$ cat src/hdl/rf_check_pkg.sv
// Package for the RF collision check sequencer (host side).
// Assumes one 20 MHz clock and an APB slave for the controller's own registers.
package rf_check_pkg;

  // Transceiver register map, reached through the device port
  localparam logic [4:0] XCVR_CHIP_CTRL_ADDR   = 5'h00;
  localparam logic [4:0] XCVR_FIELD_LEVEL_ADDR = 5'h0f;
  localparam logic [7:0] CHIP_CTRL_RX_ONLY_3V  = 8'h02;
  localparam logic [7:0] CHIP_CTRL_RX_ONLY_5V  = 8'h03;
  localparam logic [7:0] CMD_TEST_EXT_FIELD    = 8'h19;
  localparam logic [7:0] NFCA_POLL_REQUEST     = 8'h26;
  localparam logic [7:0] NFCA_WAKEUP_REQUEST   = 8'h52;
  localparam int         FIELD_CODE_MSB        = 2;
  localparam logic [2:0] FIELD_CODE_QUIET      = 3'h0;

  // Initial bit rates in kbps per technology
  localparam logic [9:0] RATE_TYPE_A_KBPS      = 10'h06a;
  localparam logic [9:0] RATE_TYPE_B_KBPS      = 10'h06a;
  localparam logic [9:0] RATE_F_LOW_KBPS       = 10'h0d4;
  localparam logic [9:0] RATE_F_HIGH_KBPS      = 10'h1a8;

  // Timing
  localparam int CLK_HZ          = 20000000;
  localparam int MEAS_WAIT_US    = 50;
  localparam int MEAS_WAIT_CYC   = (MEAS_WAIT_US * (CLK_HZ / 1000000));
  localparam int MS_CYC          = CLK_HZ / 1000;
  localparam int POLL_PERIOD_MS  = 500;

  // Own APB register map (byte addresses)
  localparam logic [7:0] REG_CTRL_OFS    = 8'h00;
  localparam logic [7:0] REG_BACKOFF_OFS = 8'h04;
  localparam logic [7:0] REG_STATUS_OFS  = 8'h08;
  localparam logic [7:0] REG_RESULT_OFS  = 8'h0c;
  localparam int CTRL_START_BIT  = 0;
  localparam int CTRL_5V_BIT     = 1;
  localparam int CTRL_WAKEUP_BIT = 2;
  localparam int CTRL_F424_BIT   = 3;
  localparam logic [15:0] BACKOFF_RESET_MS = 16'h000a;

  // Polling order within one period
  typedef enum logic [2:0] {
    TECH_ACTIVE_A, TECH_ACTIVE_F, TECH_PASSIVE_A,
    TECH_PASSIVE_B, TECH_PASSIVE_F, TECH_PASSIVE_V
  } tech_t;

  // Request toward the transceiver access engine
  typedef struct packed {
    logic       valid;
    logic       is_cmd;
    logic       is_read;
    logic [4:0] addr;
    logic [7:0] data;
  } xcvr_req_t;

  // One poll slot handed to the outside
  typedef struct packed {
    logic       valid;
    tech_t      tech;
    logic [7:0] first_cmd;
    logic [9:0] rate_kbps;
  } poll_slot_t;

endpackage

$ cat src/hdl/xcvr_access.sv
// Byte-serial access engine toward the transceiver port.
// Assumes a simple strobe/ack device port; one access outstanding at a time.
`timescale 1ns/1ns
module xcvr_access (
  // Clock and reset
  input  wire logic                   clk,
  input  wire logic                   sys_rst,
  // Request side
  input  wire rf_check_pkg::xcvr_req_t req,
  output logic                        done,
  output logic [7:0]                  rdata,
  // Device port
  output logic                        dev_stb,
  output logic                        dev_cmd,
  output logic                        dev_we,
  output logic [4:0]                  dev_addr,
  output logic [7:0]                  dev_wdata,
  input  wire logic                   dev_ack,
  input  wire logic [7:0]             dev_rdata
);

  always_ff @(posedge clk) begin
    if (sys_rst) begin
      dev_stb   <= 1'b0;
      dev_cmd   <= 1'b0;
      dev_we    <= 1'b0;
      dev_addr  <= 5'h00;
      dev_wdata <= 8'h00;
      done      <= 1'b0;
      rdata     <= 8'h00;
    end else begin
      done <= 1'b0;
      if (dev_stb) begin
        if (dev_ack) begin
          dev_stb <= 1'b0;
          done    <= 1'b1;
          rdata   <= dev_rdata;
        end
      end else if (req.valid && !done) begin
        dev_stb   <= 1'b1;
        dev_cmd   <= req.is_cmd;
        dev_we    <= !req.is_read;
        dev_addr  <= req.addr;
        dev_wdata <= req.data;
      end
    end
  end

endmodule

$ cat src/hdl/rf_collision_check_sequencer.sv
// Host-side sequencer: RF collision check, backoff and polling order.
// Assumes an APB master for its registers and a strobe/ack transceiver port.
//
// Functional notes
// - Keep own field off while code nonzero
// - Write receive-only value to chip control
// - Then issue external field test command
// - Wait 50 us before reading result
// - Read field register, take bits 2-0
// - Nonzero code: stay target, back off
// - Zero code: proceed initiator or target
// - Repeat polling period every 500 ms
// - Poll active A,F then passive A,B,F,V
// - NFC-A poll uses request command 0x26
// - Wake-up command 0x52 as alternative
// - Type A and B start 106 kbps
// - Type F starts 212 or 424 kbps
`timescale 1ns/1ns
module rf_collision_check_sequencer #(
  parameter int MS_CYCLES      = rf_check_pkg::MS_CYC,
  parameter int PERIOD_MS      = rf_check_pkg::POLL_PERIOD_MS,
  parameter int SLOT_CYCLES    = 1000
) (
  // Clock and reset
  input  wire logic                     clk,
  input  wire logic                     sys_rst,
  // APB slave
  input  wire logic                     psel,
  input  wire logic                     penable,
  input  wire logic                     pwrite,
  input  wire logic [7:0]               paddr,
  input  wire logic [31:0]              pwdata,
  output logic                          pready,
  output logic [31:0]                   prdata,
  output logic                          pslverr,
  // Transceiver port
  output logic                          dev_stb,
  output logic                          dev_cmd,
  output logic                          dev_we,
  output logic [4:0]                    dev_addr,
  output logic [7:0]                    dev_wdata,
  input  wire logic                     dev_ack,
  input  wire logic [7:0]               dev_rdata,
  // Mode and poll slot outputs
  output logic                          field_on,
  output logic                          target_mode,
  output rf_check_pkg::poll_slot_t      poll_slot
);

  localparam int MEAS_CYC = rf_check_pkg::MEAS_WAIT_CYC;

  typedef enum logic [3:0] {
    S_IDLE, S_RXCFG, S_TEST, S_WAIT, S_READ, S_DECIDE,
    S_BACKOFF, S_POLL, S_LISTEN
  } state_t;

  state_t                  state_reg;
  rf_check_pkg::xcvr_req_t req_reg;
  logic                    acc_done;
  logic [7:0]              acc_rdata;
  logic [31:0]             ctrl_reg;
  logic [15:0]             backoff_ms_reg;
  logic [2:0]              code_reg;
  logic                    backed_off_reg;
  logic [31:0]             cnt_reg;
  logic [15:0]             ms_left_reg;
  logic [31:0]             period_cnt_reg;
  logic                    period_tick;
  logic [2:0]              tech_idx_reg;
  logic                    out_field_reg;
  logic                    out_target_reg;
  logic                    req_busy_reg;
  logic [31:0]             slot_cnt_reg;
  logic                    start_pulse;

  xcvr_access u_access (
    .clk       (clk),
    .sys_rst   (sys_rst),
    .req       (req_reg),
    .done      (acc_done),
    .rdata     (acc_rdata),
    .dev_stb   (dev_stb),
    .dev_cmd   (dev_cmd),
    .dev_we    (dev_we),
    .dev_addr  (dev_addr),
    .dev_wdata (dev_wdata),
    .dev_ack   (dev_ack),
    .dev_rdata (dev_rdata)
  );

  assign start_pulse = psel && penable && pwrite && (paddr == rf_check_pkg::REG_CTRL_OFS)
                       && pwdata[rf_check_pkg::CTRL_START_BIT];

  // APB register writes, one-cycle answer
  always_ff @(posedge clk) begin
    if (sys_rst) begin
      ctrl_reg       <= 32'h0000_0000;
      backoff_ms_reg <= rf_check_pkg::BACKOFF_RESET_MS;
    end else if (psel && penable && pwrite) begin
      if (paddr == rf_check_pkg::REG_CTRL_OFS) begin
        ctrl_reg <= {28'h0000000, pwdata[3:1], 1'b0};
      end else if (paddr == rf_check_pkg::REG_BACKOFF_OFS) begin
        backoff_ms_reg <= pwdata[15:0];
      end
    end
  end

  always_ff @(posedge clk) begin
    if (sys_rst) begin
      pready  <= 1'b0;
      pslverr <= 1'b0;
      prdata  <= 32'h0000_0000;
    end else begin
      pready  <= psel && !penable;
      pslverr <= 1'b0;
      if (psel && !penable) begin
        prdata <= 32'h0000_0000;
        unique case (paddr)
          rf_check_pkg::REG_CTRL_OFS:    prdata <= ctrl_reg;
          rf_check_pkg::REG_BACKOFF_OFS: prdata <= {16'h0000, backoff_ms_reg};
          rf_check_pkg::REG_STATUS_OFS:  prdata <= {20'h00000, 1'b0, tech_idx_reg,
                                                    backed_off_reg, out_target_reg,
                                                    out_field_reg, 1'b0, state_reg};
          rf_check_pkg::REG_RESULT_OFS:  prdata <= {29'h00000000, code_reg};
          default: begin
            prdata  <= 32'h0000_0000;
            pslverr <= 1'b1;
          end
        endcase
      end
    end
  end

  // Free-running polling period counter
  // period tick generation
  always_ff @(posedge clk) begin
    if (sys_rst || period_tick) begin
      period_cnt_reg <= 32'h0000_0000;
    end else begin
      period_cnt_reg <= period_cnt_reg + 32'h0000_0001;
    end
  end
  assign period_tick = (period_cnt_reg == 32'(PERIOD_MS * MS_CYCLES - 1));

  // Main sequence
  always_ff @(posedge clk) begin
    if (sys_rst) begin
      state_reg      <= S_IDLE;
      req_reg        <= '0;
      req_busy_reg   <= 1'b0;
      cnt_reg        <= 32'h0000_0000;
      ms_left_reg    <= 16'h0000;
      code_reg       <= 3'h0;
      backed_off_reg <= 1'b0;
      tech_idx_reg   <= 3'h0;
      slot_cnt_reg   <= 32'h0000_0000;
      out_field_reg  <= 1'b0;
      out_target_reg <= 1'b1;
    end else begin
      unique case (state_reg)
        S_IDLE: begin
          out_field_reg <= 1'b0;
          if (start_pulse || period_tick) begin
            state_reg <= S_RXCFG;
          end
        end
        S_RXCFG: begin
          out_field_reg <= 1'b0;
          if (!req_busy_reg) begin
            req_reg <= '{valid: 1'b1, is_cmd: 1'b0, is_read: 1'b0,
                         addr: rf_check_pkg::XCVR_CHIP_CTRL_ADDR,
                         data: ctrl_reg[rf_check_pkg::CTRL_5V_BIT] ? rf_check_pkg::CHIP_CTRL_RX_ONLY_5V
                                                                  : rf_check_pkg::CHIP_CTRL_RX_ONLY_3V};
            req_busy_reg <= 1'b1;
          end else if (acc_done) begin
            req_reg.valid <= 1'b0;
            req_busy_reg  <= 1'b0;
            state_reg     <= S_TEST;
          end
        end
        S_TEST: begin
          if (!req_busy_reg) begin
            req_reg <= '{valid: 1'b1, is_cmd: 1'b1, is_read: 1'b0,
                         addr: 5'h00, data: rf_check_pkg::CMD_TEST_EXT_FIELD};
            req_busy_reg <= 1'b1;
          end else if (acc_done) begin
            req_reg.valid <= 1'b0;
            req_busy_reg  <= 1'b0;
            cnt_reg       <= 32'h0000_0000;
            state_reg     <= S_WAIT;
          end
        end
        S_WAIT: begin
          cnt_reg <= cnt_reg + 32'h0000_0001;
          if (cnt_reg == 32'(MEAS_CYC - 1)) begin
            state_reg <= S_READ;
          end
        end
        S_READ: begin
          if (!req_busy_reg) begin
            req_reg <= '{valid: 1'b1, is_cmd: 1'b0, is_read: 1'b1,
                         addr: rf_check_pkg::XCVR_FIELD_LEVEL_ADDR, data: 8'h00};
            req_busy_reg <= 1'b1;
          end else if (acc_done) begin
            req_reg.valid <= 1'b0;
            req_busy_reg  <= 1'b0;
            code_reg      <= acc_rdata[rf_check_pkg::FIELD_CODE_MSB:0];
            state_reg     <= S_DECIDE;
          end
        end
        // field stays off on nonzero code
        S_DECIDE: begin
          if (code_reg != rf_check_pkg::FIELD_CODE_QUIET) begin
            out_target_reg <= 1'b1;
            out_field_reg  <= 1'b0;
            backed_off_reg <= 1'b1;
            ms_left_reg    <= backoff_ms_reg;
            cnt_reg        <= 32'h0000_0000;
            state_reg      <= S_BACKOFF;
          end else begin
            out_target_reg <= 1'b0;
            out_field_reg  <= 1'b1;
            backed_off_reg <= 1'b0;
            tech_idx_reg   <= 3'h0;
            slot_cnt_reg   <= 32'h0000_0000;
            state_reg      <= S_POLL;
          end
        end
        S_BACKOFF: begin
          if (ms_left_reg == 16'h0000) begin
            state_reg <= S_RXCFG;
          end else if (cnt_reg == 32'(MS_CYCLES - 1)) begin
            cnt_reg     <= 32'h0000_0000;
            ms_left_reg <= ms_left_reg - 16'h0001;
          end else begin
            cnt_reg <= cnt_reg + 32'h0000_0001;
          end
        end
        S_POLL: begin
          slot_cnt_reg <= slot_cnt_reg + 32'h0000_0001;
          if (slot_cnt_reg == 32'(SLOT_CYCLES - 1)) begin
            slot_cnt_reg <= 32'h0000_0000;
            if (tech_idx_reg == 3'(rf_check_pkg::TECH_PASSIVE_V)) begin
              out_field_reg  <= 1'b0;
              out_target_reg <= 1'b1;
              state_reg      <= S_LISTEN;
            end else begin
              tech_idx_reg <= tech_idx_reg + 3'h1;
            end
          end
        end
        S_LISTEN: begin
          if (period_tick) begin
            state_reg <= S_RXCFG;
          end
        end
        default: state_reg <= S_IDLE;
      endcase
    end
  end

  // Poll slot descriptor for the current technology
  always_ff @(posedge clk) begin
    if (sys_rst) begin
      poll_slot <= '0;
    end else begin
      poll_slot.valid <= (state_reg == S_POLL);
      poll_slot.tech  <= rf_check_pkg::tech_t'(tech_idx_reg);
      poll_slot.first_cmd <= 8'h00;
      unique case (rf_check_pkg::tech_t'(tech_idx_reg))
        rf_check_pkg::TECH_ACTIVE_A, rf_check_pkg::TECH_PASSIVE_A: begin
          poll_slot.first_cmd <= ctrl_reg[rf_check_pkg::CTRL_WAKEUP_BIT] ? rf_check_pkg::NFCA_WAKEUP_REQUEST
                                                                        : rf_check_pkg::NFCA_POLL_REQUEST;
          poll_slot.rate_kbps <= rf_check_pkg::RATE_TYPE_A_KBPS;
        end
        rf_check_pkg::TECH_PASSIVE_B: poll_slot.rate_kbps <= rf_check_pkg::RATE_TYPE_B_KBPS;
        rf_check_pkg::TECH_ACTIVE_F, rf_check_pkg::TECH_PASSIVE_F: begin
          poll_slot.rate_kbps <= ctrl_reg[rf_check_pkg::CTRL_F424_BIT] ? rf_check_pkg::RATE_F_HIGH_KBPS
                                                                      : rf_check_pkg::RATE_F_LOW_KBPS;
        end
        default: poll_slot.rate_kbps <= 10'h000;
      endcase
    end
  end

  always_ff @(posedge clk) begin
    if (sys_rst) begin
      field_on    <= 1'b0;
      target_mode <= 1'b1;
    end else begin
      field_on    <= out_field_reg;
      target_mode <= out_target_reg;
    end
  end

  // Assertions
  a_field_off_code: assert property (@(posedge clk) disable iff (sys_rst)
    (state_reg == S_DECIDE && code_reg != 3'h0) |=> ##1 !field_on)
    else $error("field enabled despite external field");
  a_test_after_cfg: assert property (@(posedge clk) disable iff (sys_rst)
    (state_reg == S_RXCFG && acc_done) |=> state_reg == S_TEST)
    else $error("test command did not follow configuration");
  a_wait_length: assert property (@(posedge clk) disable iff (sys_rst)
    $rose(state_reg == S_WAIT) |-> (state_reg == S_WAIT)[*8])
    else $error("measurement wait too short");
  a_backoff_enter: assert property (@(posedge clk) disable iff (sys_rst)
    (state_reg == S_DECIDE && code_reg != 3'h0) |=> state_reg == S_BACKOFF && backed_off_reg)
    else $error("nonzero code did not back off");
  a_clear_proceed: assert property (@(posedge clk) disable iff (sys_rst)
    (state_reg == S_DECIDE && code_reg == 3'h0) |=> ##1 field_on && !target_mode)
    else $error("clear channel did not start polling");
  a_backoff_restart: assert property (@(posedge clk) disable iff (sys_rst)
    (state_reg == S_BACKOFF && ms_left_reg == 16'h0000) |=> state_reg == S_RXCFG)
    else $error("backoff expiry did not restart check");
  a_tech_order: assert property (@(posedge clk) disable iff (sys_rst)
    (state_reg == S_POLL && $changed(tech_idx_reg) && $past(state_reg) == S_POLL)
      |-> tech_idx_reg == $past(tech_idx_reg) + 3'h1)
    else $error("technology order broken");
  a_nfca_cmd: assert property (@(posedge clk) disable iff (sys_rst)
    (poll_slot.valid && poll_slot.tech == rf_check_pkg::TECH_PASSIVE_A && !ctrl_reg[2] && !$past(ctrl_reg[2]))
      |-> poll_slot.first_cmd == 8'h26)
    else $error("wrong NFC-A poll command");
  a_wait_exit: assert property (@(posedge clk) disable iff (sys_rst)
    (state_reg == S_WAIT) ##1 (state_reg != S_WAIT) |-> cnt_reg == 32'(MEAS_CYC))
    else $error("measurement wait cut short");
  a_field_gate: assert property (@(posedge clk) disable iff (sys_rst)
    $rose(field_on) |-> code_reg == rf_check_pkg::FIELD_CODE_QUIET)
    else $error("field switched on without quiet code");

endmodule

$ cat config.mk
export PLATFORM = sky130hd
export DESIGN_NAME = rf_collision_check_sequencer
export DESIGN_NICKNAME = d
export VERILOG_FILES = /design/src/hdl/rf_check_pkg.sv /design/src/hdl/xcvr_access.sv /design/src/hdl/rf_collision_check_sequencer.sv
export SDC_FILE = /design/constraint.sdc
export NUM_CORES = 1
export LEC_CHECK = 0
export BUFFER_PORTS_ARGS = -buffer_cell sky130_fd_sc_hd__buf_4
export CORE_MARGIN = 3
export CORE_UTILIZATION = 45
export DETAILED_ROUTE_END_ITERATION = 7
export SYNTH_ARGS = -nofsm -noshare
export SYNTH_HDL_FRONTEND = slang
export SYNTH_HIERARCHICAL = 1
export SYNTH_SLANG_ARGS = --single-unit
$ cat constraint.sdc
create_clock -name clk -period 6.4 [get_ports clk]
set_input_delay 0.96 -clock clk [delete_from_list [all_inputs] [get_ports clk]]
set_output_delay 0.96 -clock clk [all_outputs]
set_load 0.02 [all_outputs]
After elaboration in Yosys (flattened, before gate mapping):

Index checks and enable logic that the tools add are counted.

* $add $sub $neg: 5
* equal/unequal tests: 40
* mux-type cells: 57
* bitwise logic cells: 4
* reductions and logical operators: 43

Operators with widths (count)
* 32-bit 2-to-1 mux: 7
* 32-bit case mux with 4 select lines: 1
* 32-bit by 1-bit adder with 32-bit output (second input constant): 3
* 32-bit by 10-bit equality test with 1-bit output (second input constant): 2
* 16-bit case mux with 4 select lines: 1
* 32-bit case mux with 2 select lines: 1
* 16-bit 2-to-1 mux: 3
* 4-bit 2-to-1 mux: 12
* 16-bit case mux with 3 select lines: 1
* 15-bit 2-to-1 mux: 3
* 4-bit case mux with 9 select lines: 1
* 2-bit inequality test (second input constant): 17
* 32-bit by 15-bit equality test with 1-bit output (second input constant): 1
* 32-bit by 24-bit equality test with 1-bit output (second input constant): 1
* 16-bit case mux with 2 select lines: 1
* 9-bit case mux with 2 select lines: 1
* 1-bit 2-to-1 mux: 17
* 4-bit by 3-bit equality test with 1-bit output (second input constant): 4
* 8-bit by 4-bit equality test with 1-bit output (second input constant): 2
* 16-bit logical NOT: 1
* 16-bit by 1-bit subtractor with 16-bit output (second input constant): 1
* 12-bit AND reduction: 1
* 3-bit AND reduction: 4
* 4-bit AND reduction: 3
* 30 further kinds: 60

* register bits: 239
* bits of input ports: 54
* output and inout port bits: 74
* logic and storage cells: 183

Logic depth before layout (Yosys ltp):

Gate-level depths: netlist of run 1.

* depth in word-level cells: 7
* depth in mapped cells: 9
* gate-level depth less buffers: 8

Modules after synthesis:

The synthesis of run 1 kept the hierarchy.

Modules (own cells, without submodules)
* rf_collision_check_sequencer: instances 1, cells each 1093, area each 8961.1 um^2, seq. area each 3663.5 um^2
* xcvr_access: instances 1, cells each 109, area each 1108.6 um^2, seq. area each 500.5 um^2

Worst setup path before layout of run 1:

No wires, ideal clock.

* kind: input -> register
* from: in paddr[5]
* to: reg state_reg[1]
* library setup time: 0.121 ns
* arrival time: 2.425 ns
* required time: 6.279 ns
* setup slack: 3.854 ns
* stages: 6
* buffers on the path: 0
* cell sequence: nor4_1 > nand4_1 > o21ai_0 > o21ai_1 > nor2_1 > mux2_2

* word-level cells in the longest chain between the ends: 6

Ends and longest elaborated chain
* from (decl): line rf_collision_check_sequencer.sv:31 `input wire logic [7:0] paddr,`
* 8-bit logical NOT: line rf_collision_check_sequencer.sv:91 `assign start_pulse = psel && penable && pwrite && (paddr == rf_check_pkg::REG_CTRL_OFS)`
* 1-bit logical AND: line rf_collision_check_sequencer.sv:91
* 1-bit logical AND: line rf_collision_check_sequencer.sv:92 `&& pwdata[rf_check_pkg::CTRL_START_BIT];`
* 1-bit logical OR: line rf_collision_check_sequencer.sv:163 `if (start_pulse || period_tick) begin`
* 2-bit inequality test (no line)
* 12-bit AND reduction (no line)
* to (signal assigned): line rf_collision_check_sequencer.sv:164 `state_reg <= S_RXCFG;`
* to (signal assigned): line rf_collision_check_sequencer.sv:178 `state_reg <= S_TEST;`
* to (signal assigned): line rf_collision_check_sequencer.sv:190 `state_reg <= S_WAIT;`
* to (decl): line rf_collision_check_sequencer.sv:57 `state_t state_reg;`

No other way between the ends.
A chain may end at the register's enable or synchronous reset.

Worst setup path in the final report of run 1:

* from: reg state_reg[0]
* to: reg ms_left_reg[2]

* word-level cells in the longest chain between the ends: 3
* elaborated cells on any way between the ends: 8
* classes of those cells: eq/ne: 5; mux: 1; reduce/logical: 2

Ends and longest elaborated chain
* from (signal assigned): line rf_collision_check_sequencer.sv:148 `state_reg <= S_IDLE;`
* from (signal assigned): line rf_collision_check_sequencer.sv:164
* from (signal assigned): line rf_collision_check_sequencer.sv:178
* 4-bit by 3-bit equality test with 1-bit output: line rf_collision_check_sequencer.sv:160 `unique case (state_reg)`
* 2-bit inequality test (no line) or 2-bit nonzero test (tied branches)
* 4-bit AND reduction (no line)
* to (signal assigned): line rf_collision_check_sequencer.sv:217 `ms_left_reg <= backoff_ms_reg;`
* to (signal assigned): line rf_collision_check_sequencer.sv:234 `ms_left_reg <= ms_left_reg - 16'h0001;`
* to (decl): line rf_collision_check_sequencer.sv:66 `logic [15:0] ms_left_reg;`

Parallel ways exist; a longest one is shown, timed or not.

==> results of run 1 <==
-- critical path, stage by stage, from the launching register on --
cell	delay, ns
dfxtp_1	0.65
nor2_1	0.17
and3_1	0.39
a31oi_4	0.70
o211ai_2	0.64
o21bai_1	0.35
a31o_2	0.25
-- cells in the final DEF, fill, tap and decap left out, types with 24 or more instances in the layout --
| cell | n |
|---|---|
| nand3_1 | 52 |
| nor2_1 | 166 |
| xor2_1 | 39 |
| clkbuf_16 | 24 |
| buf_4 | 94 |
| a21oi_1 | 84 |
| and3_1 | 26 |
| conb_1 | 26 |
| nand4_1 | 31 |
| nand2_1 | 69 |
| nand2b_1 | 38 |
| o21ai_0 | 47 |
| dfxtp_1 | 203 |
| nor3_1 | 41 |
| mux2i_1 | 40 |
-- worst paths after layout --
path | from | endpoint
worst max-delay path | state_reg[0] | ms_left_reg[2]
worst min register to register | period_cnt_reg[0] | period_cnt_reg[0]
worst max register to register | state_reg[0] | ms_left_reg[2]
worst min-delay path | period_cnt_reg[0] | period_cnt_reg[0]
-- area by class of cell --
| class | instances | area share |
|---|---|---|
| clock buffers | 33 | 0.05968 |
| clock inverters | 9 | 0.01163 |
| inverters | 14 | 0.004651 |
| multi-input cells | 891 | 0.4715 |
| flip-flops and latches | 203 | 0.3596 |
| well taps | 275 | 0.03045 |
| repair buffers | 94 | 0.06245 |
-- power by group --
part / internal (mW) / total [mW] / switching, mW
Combinational: 0.104 / 0.248 / 0.144
Sequential: 1.30 / 1.34 / 0.0389
Clock: 0.856 / 1.38 / 0.526
-- per-layer routing --
| layer | global-route usage | vias to the layer above |
|---|---|---|
| met2 | 0.2729 | 177 |
| met1 | 0.2899 | 3907 |
| met4 | 0.02986 | 0 |
| li1 | - | 4254 |
| met5 | 0 | - |
| met3 | 0.03040 | 23 |
-- stage by stage --
stage	power [mW]	util	worst slack, ns	instances
floorplan	1.566	-	3.854	1207
detailed placement	1.612	0.4930	3.180	1477
finish	2.966	0.5308	3.131	1519
CTS	3.006	0.5308	3.175	1519
global route	3.084	0.5308	2.814	1519
global placement	1.610	0.4930	3.203	1477
==> results.toml, run 1 <==
[outcome]
status = "finished clean"

[logic_synthesis]
syn_area_per_cell_sq_um = 8.350
netlist_area_sq_mm = 0.009869
yosysWarningCount = 6
synthCells = 1182

[place]
portBuffers = 85
place_area_sq_mm = 0.01049
hpwl_um = 15490
place_congestion = 0.7907

[cells_and_area]
final_cell_area_sq_mm = 0.01130
nNetsFinal = 1291
drive_gt1_frac = 0.1375
register_area_sq_mm = 0.004064
fillCellCount = 2047
n_antenna_cell = 0
multi_input_area_sq_mm = 0.005328
areaGrowthSynthToFinish_pct = 14.49

[worst_setup_path]
worst_setup_path_end_kind = "register"
crit_type = "register to register"
startpoint_type = "register"
ff2ff_path_depth = 6
path_max_fanout = 31
cp.required_ns = 6.80
reg2reg_slack_ns = 3.13
worst_ep_arrival_time_ns = 3.67

[power_and_ir_drop]
leakage_nw = 4.183
max-vdd-ir-drop_mv = 0.1843
cellPowerDensity_mw_per_mm2 = 262.5

[sta]
fmax_ghz = 0.3059
worst_slew_margin_rel = 0.2866
holdWs_ns = 0.4582
clock_skew_ns = 0.01508
rsz0062_at_grt = "no"
hold_viol = 0
worst_slew_pin_slew_ns = 1.067
period_share = 0.5108
setup_viol = 0
drv_slew = 0
setup_tns_ns = 0
finalWorstPathRequiredPeriod_ns = 3.269

[cts]
clk_latency_ns = 0.52
cts_hold_buf = 0
post_cts_resized = 0
clk_pin_slew_ns = 0.06
cts.sinks = 203
cts_tree = "done"
post_cts_buffers = 0
htreeDepth = 1
clock_path_buffers = 3
root_buffer = "clkbuf_16"
cts_inserted_buffers = 24

[floorplanning]
die_height_um = 154.1
rows = 53
die_w_um = 154.1
die-area_sq_mm = 0.02375
io_pins = 128
core_region_area_sq_mm = 0.02129
initial_core_util = 0.4636

[flow_run]
cap_violations = 0

[grt]
grt_max_degree = 79
grt_pass1_vias = 7393
grt_pass1_wl_um = 38000
gr-total-overflow = 0
antenna_found_initial = 0
gr-usage-all-layers = 0.1857

[min_path]
hold_class = "register to register"
worstHoldPathCells = 1

[routing]
wl_met2_um = 9816
vias_per_cell = 5.504
drc_errors = 0
antenna_left = 0
top_layer_used = "met4"
wirelength_um = 23130
routed-wl-met3_um = 1171
drt_iter0_drc = 526
first_pass_iters = 5
wl_per_cell_um = 15.23
num_vias = 8361
m1WireLength_um = 11860
Power figures use the tool's default switching activity.
==> inputs of run 2 (changes only) <==
--- a/config.mk
+++ b/config.mk
@@ -5,6 +5,7 @@
 export SDC_FILE = /design/constraint.sdc
 export NUM_CORES = 1
 export LEC_CHECK = 0
+export ABC_AREA = 1
 export BUFFER_PORTS_ARGS = -buffer_cell sky130_fd_sc_hd__buf_4
 export CORE_MARGIN = 3
 export CORE_UTILIZATION = 45
==> constraint.sdc (replaced) <==
create_clock -name clk -period 3.1 [get_ports clk]
set_input_delay 0.465 -clock clk [delete_from_list [all_inputs] [get_ports clk]]
set_output_delay 0.465 -clock clk [all_outputs]
set_load 0.02 [all_outputs]
==> run 2 against run 1 <==
Sequential cell count unchanged. Non-clock buffer count rose by 3. Setup slack worse by 2.5 ns. Synthesized cell count up 42%. Utilization increased by 0.11 points. Maximum frequency up 33%. Critical path depth up 1. Largest cell class unchanged. Largest power group is now sequential cells.
==> results.toml, run 2 <==
[outcome]
status = "finished clean"

[worst_setup_path]
crit_type = "register to register"
path_max_fanout = 13
worst_ep_arrival_time_ns = 2.87
worst_setup_path_end_kind = "register"
cp.required_ns = 3.52
reg2reg_slack_ns = 0.65
path_cells = "nor2_1 > inv_1 > nor2_1 > inv_1 > nand3_2 > nand2_1 > nor3_1"
startpoint_type = "register"
cp_slowest_cell = "nand2_1"
cp_slowest_stage_delay_ns = 0.40

[cells_and_area]
fillCellCount = 2412
final_common_cell = "nand2_1"
nNetsFinal = 1811
areaGrowthSynthToFinish_pct = 14.48
fin_util = 0.5320
drive_gt1_frac = 0.09003
layout_common_cells = "425 x nand2_1, 287 x nor2_1, 203 x dfxtp_1, 180 x inv_1, 121 x nand3_1"
n_antenna_cell = 0

[routing]
vias_per_cell = 5.040
num_vias = 10480
drc_errors = 0
antenna_left = 0
first_pass_iters = 5
wirelength_um = 28960
wl_per_cell_um = 13.93
drt_iter0_drc = 697

[grt]
antenna_found_initial = 0
grt_max_degree = 42
grt_pass1_wl_um = 47870
gr-usage-all-layers = 0.2201
gr-total-overflow = 0
grt_pass1_vias = 9848

[place]
hpwl_um = 21150
portBuffers = 85
place_ws_ns = 0.6805
place_congestion = 0.9135

[sta]
worst_slew_pin_slew_ns = 0.8714
setup_tns_ns = 0
finalWorstPathRequiredPeriod_ns = 2.449
hold_viol = 0
clock_skew_ns = 0.007941
period_share = 0.7900
fin_ws_ns = 0.6510
worst_slew_margin_rel = 0.4185
setup_viol = 0
fmax_ghz = 0.4083
drv_slew = 0
rsz0062_at_grt = "no"

[logic_synthesis]
syn_area_per_cell_sq_um = 6.384
synthCells = 1673
netlist_area_sq_mm = 0.01068
yosysWarningCount = 6

[power_and_ir_drop]
cellPowerDensity_mw_per_mm2 = 596.4
max-vdd-ir-drop_mv = 0.4528
total_power_mw = 7.291
leakage_nw = 5.030

[cts]
clock_path_buffers = 3
root_buffer = "clkbuf_16"
cts_tree = "done"
clk_latency_ns = 0.51
cts.sinks = 203
clk_pin_slew_ns = 0.06
cts_hold_buf = 0
htreeDepth = 1
cts_inserted_buffers = 24
post_cts_buffers = 0
post_cts_resized = 0

[min_path]
hold_class = "input pin to register"

[floorplanning]
die_height_um = 160.1
die-area_sq_mm = 0.02562
core_region_area_sq_mm = 0.02298
initial_core_util = 0.4647
rows = 55
die_w_um = 160.1
io_pins = 128

[flow_run]
cap_violations = 0
-- run 2: through the flow --
step	area, sq um	std cells	hold WS, ns
4_1_cts	12230	2079	0.1607
2_1_floorplan	10770	1698	0.3907
3_5_place_dp	11460	2035	0.4073
6_report	12230	2079	0.1799
5_1_grt	12230	2079	0.1810
3_3_place_gp	11460	2035	0.4023
-- run 2: power by group --
part | total (mW) | internal (mW) | switching [mW] | leakage [nW]
Combinational | 1.67 | 0.509 | 1.16 | 3.01
Clock | 2.72 | 1.62 | 1.10 | 0.380
Sequential | 2.90 | 2.77 | 0.129 | 1.64
Total | 7.29 | 4.90 | 2.39 | 5.03
-- run 2: routing by layer --
metal | up-vias | part of all wire | global-route usage
met2 | 250 | 0.46 | 0.3713
met5 | - | 0 | 0
met1 | 4725 | 0.47 | 0.2991
met4 | 0 | 0.020 | 0.05720
li1 | 5453 | - | -
met3 | 50 | 0.047 | 0.02698
-- run 2: critical path, delay by kind of cell (launching register included) --
family / cells / cell delay, ns
flip-flops: 1 / 0.37
AND/OR/NAND/NOR: 5 / 1.64
buffers and inverters: 2 / 0.35
-- run 2: area by class of cell --
| type | count | area [sq um] | area share |
|---|---|---|---|
| clock buffer | 39 | 738.2 | 0.06038 |
| sequential | 203 | 4064 | 0.3324 |
| clock inverter | 5 | 28.78 | 0.002354 |
| timing repair buffer | 97 | 728.2 | 0.05956 |
| multi-input combinational | 1233 | 5567 | 0.4553 |
| inverter | 189 | 709.4 | 0.05802 |
| tap | 313 | 391.6 | 0.03203 |
-- run 2: path summary, 6_finish.rpt --
check | cells after the start | from | end
min | 3 | pwdata[1] | backoff_ms_reg[1]
max | 7 | state_reg[2] | cnt_reg[1]
max reg2reg | 7 | state_reg[2] | cnt_reg[1]
min reg2reg | 1 | ctrl_reg[2] | poll_slot[15]
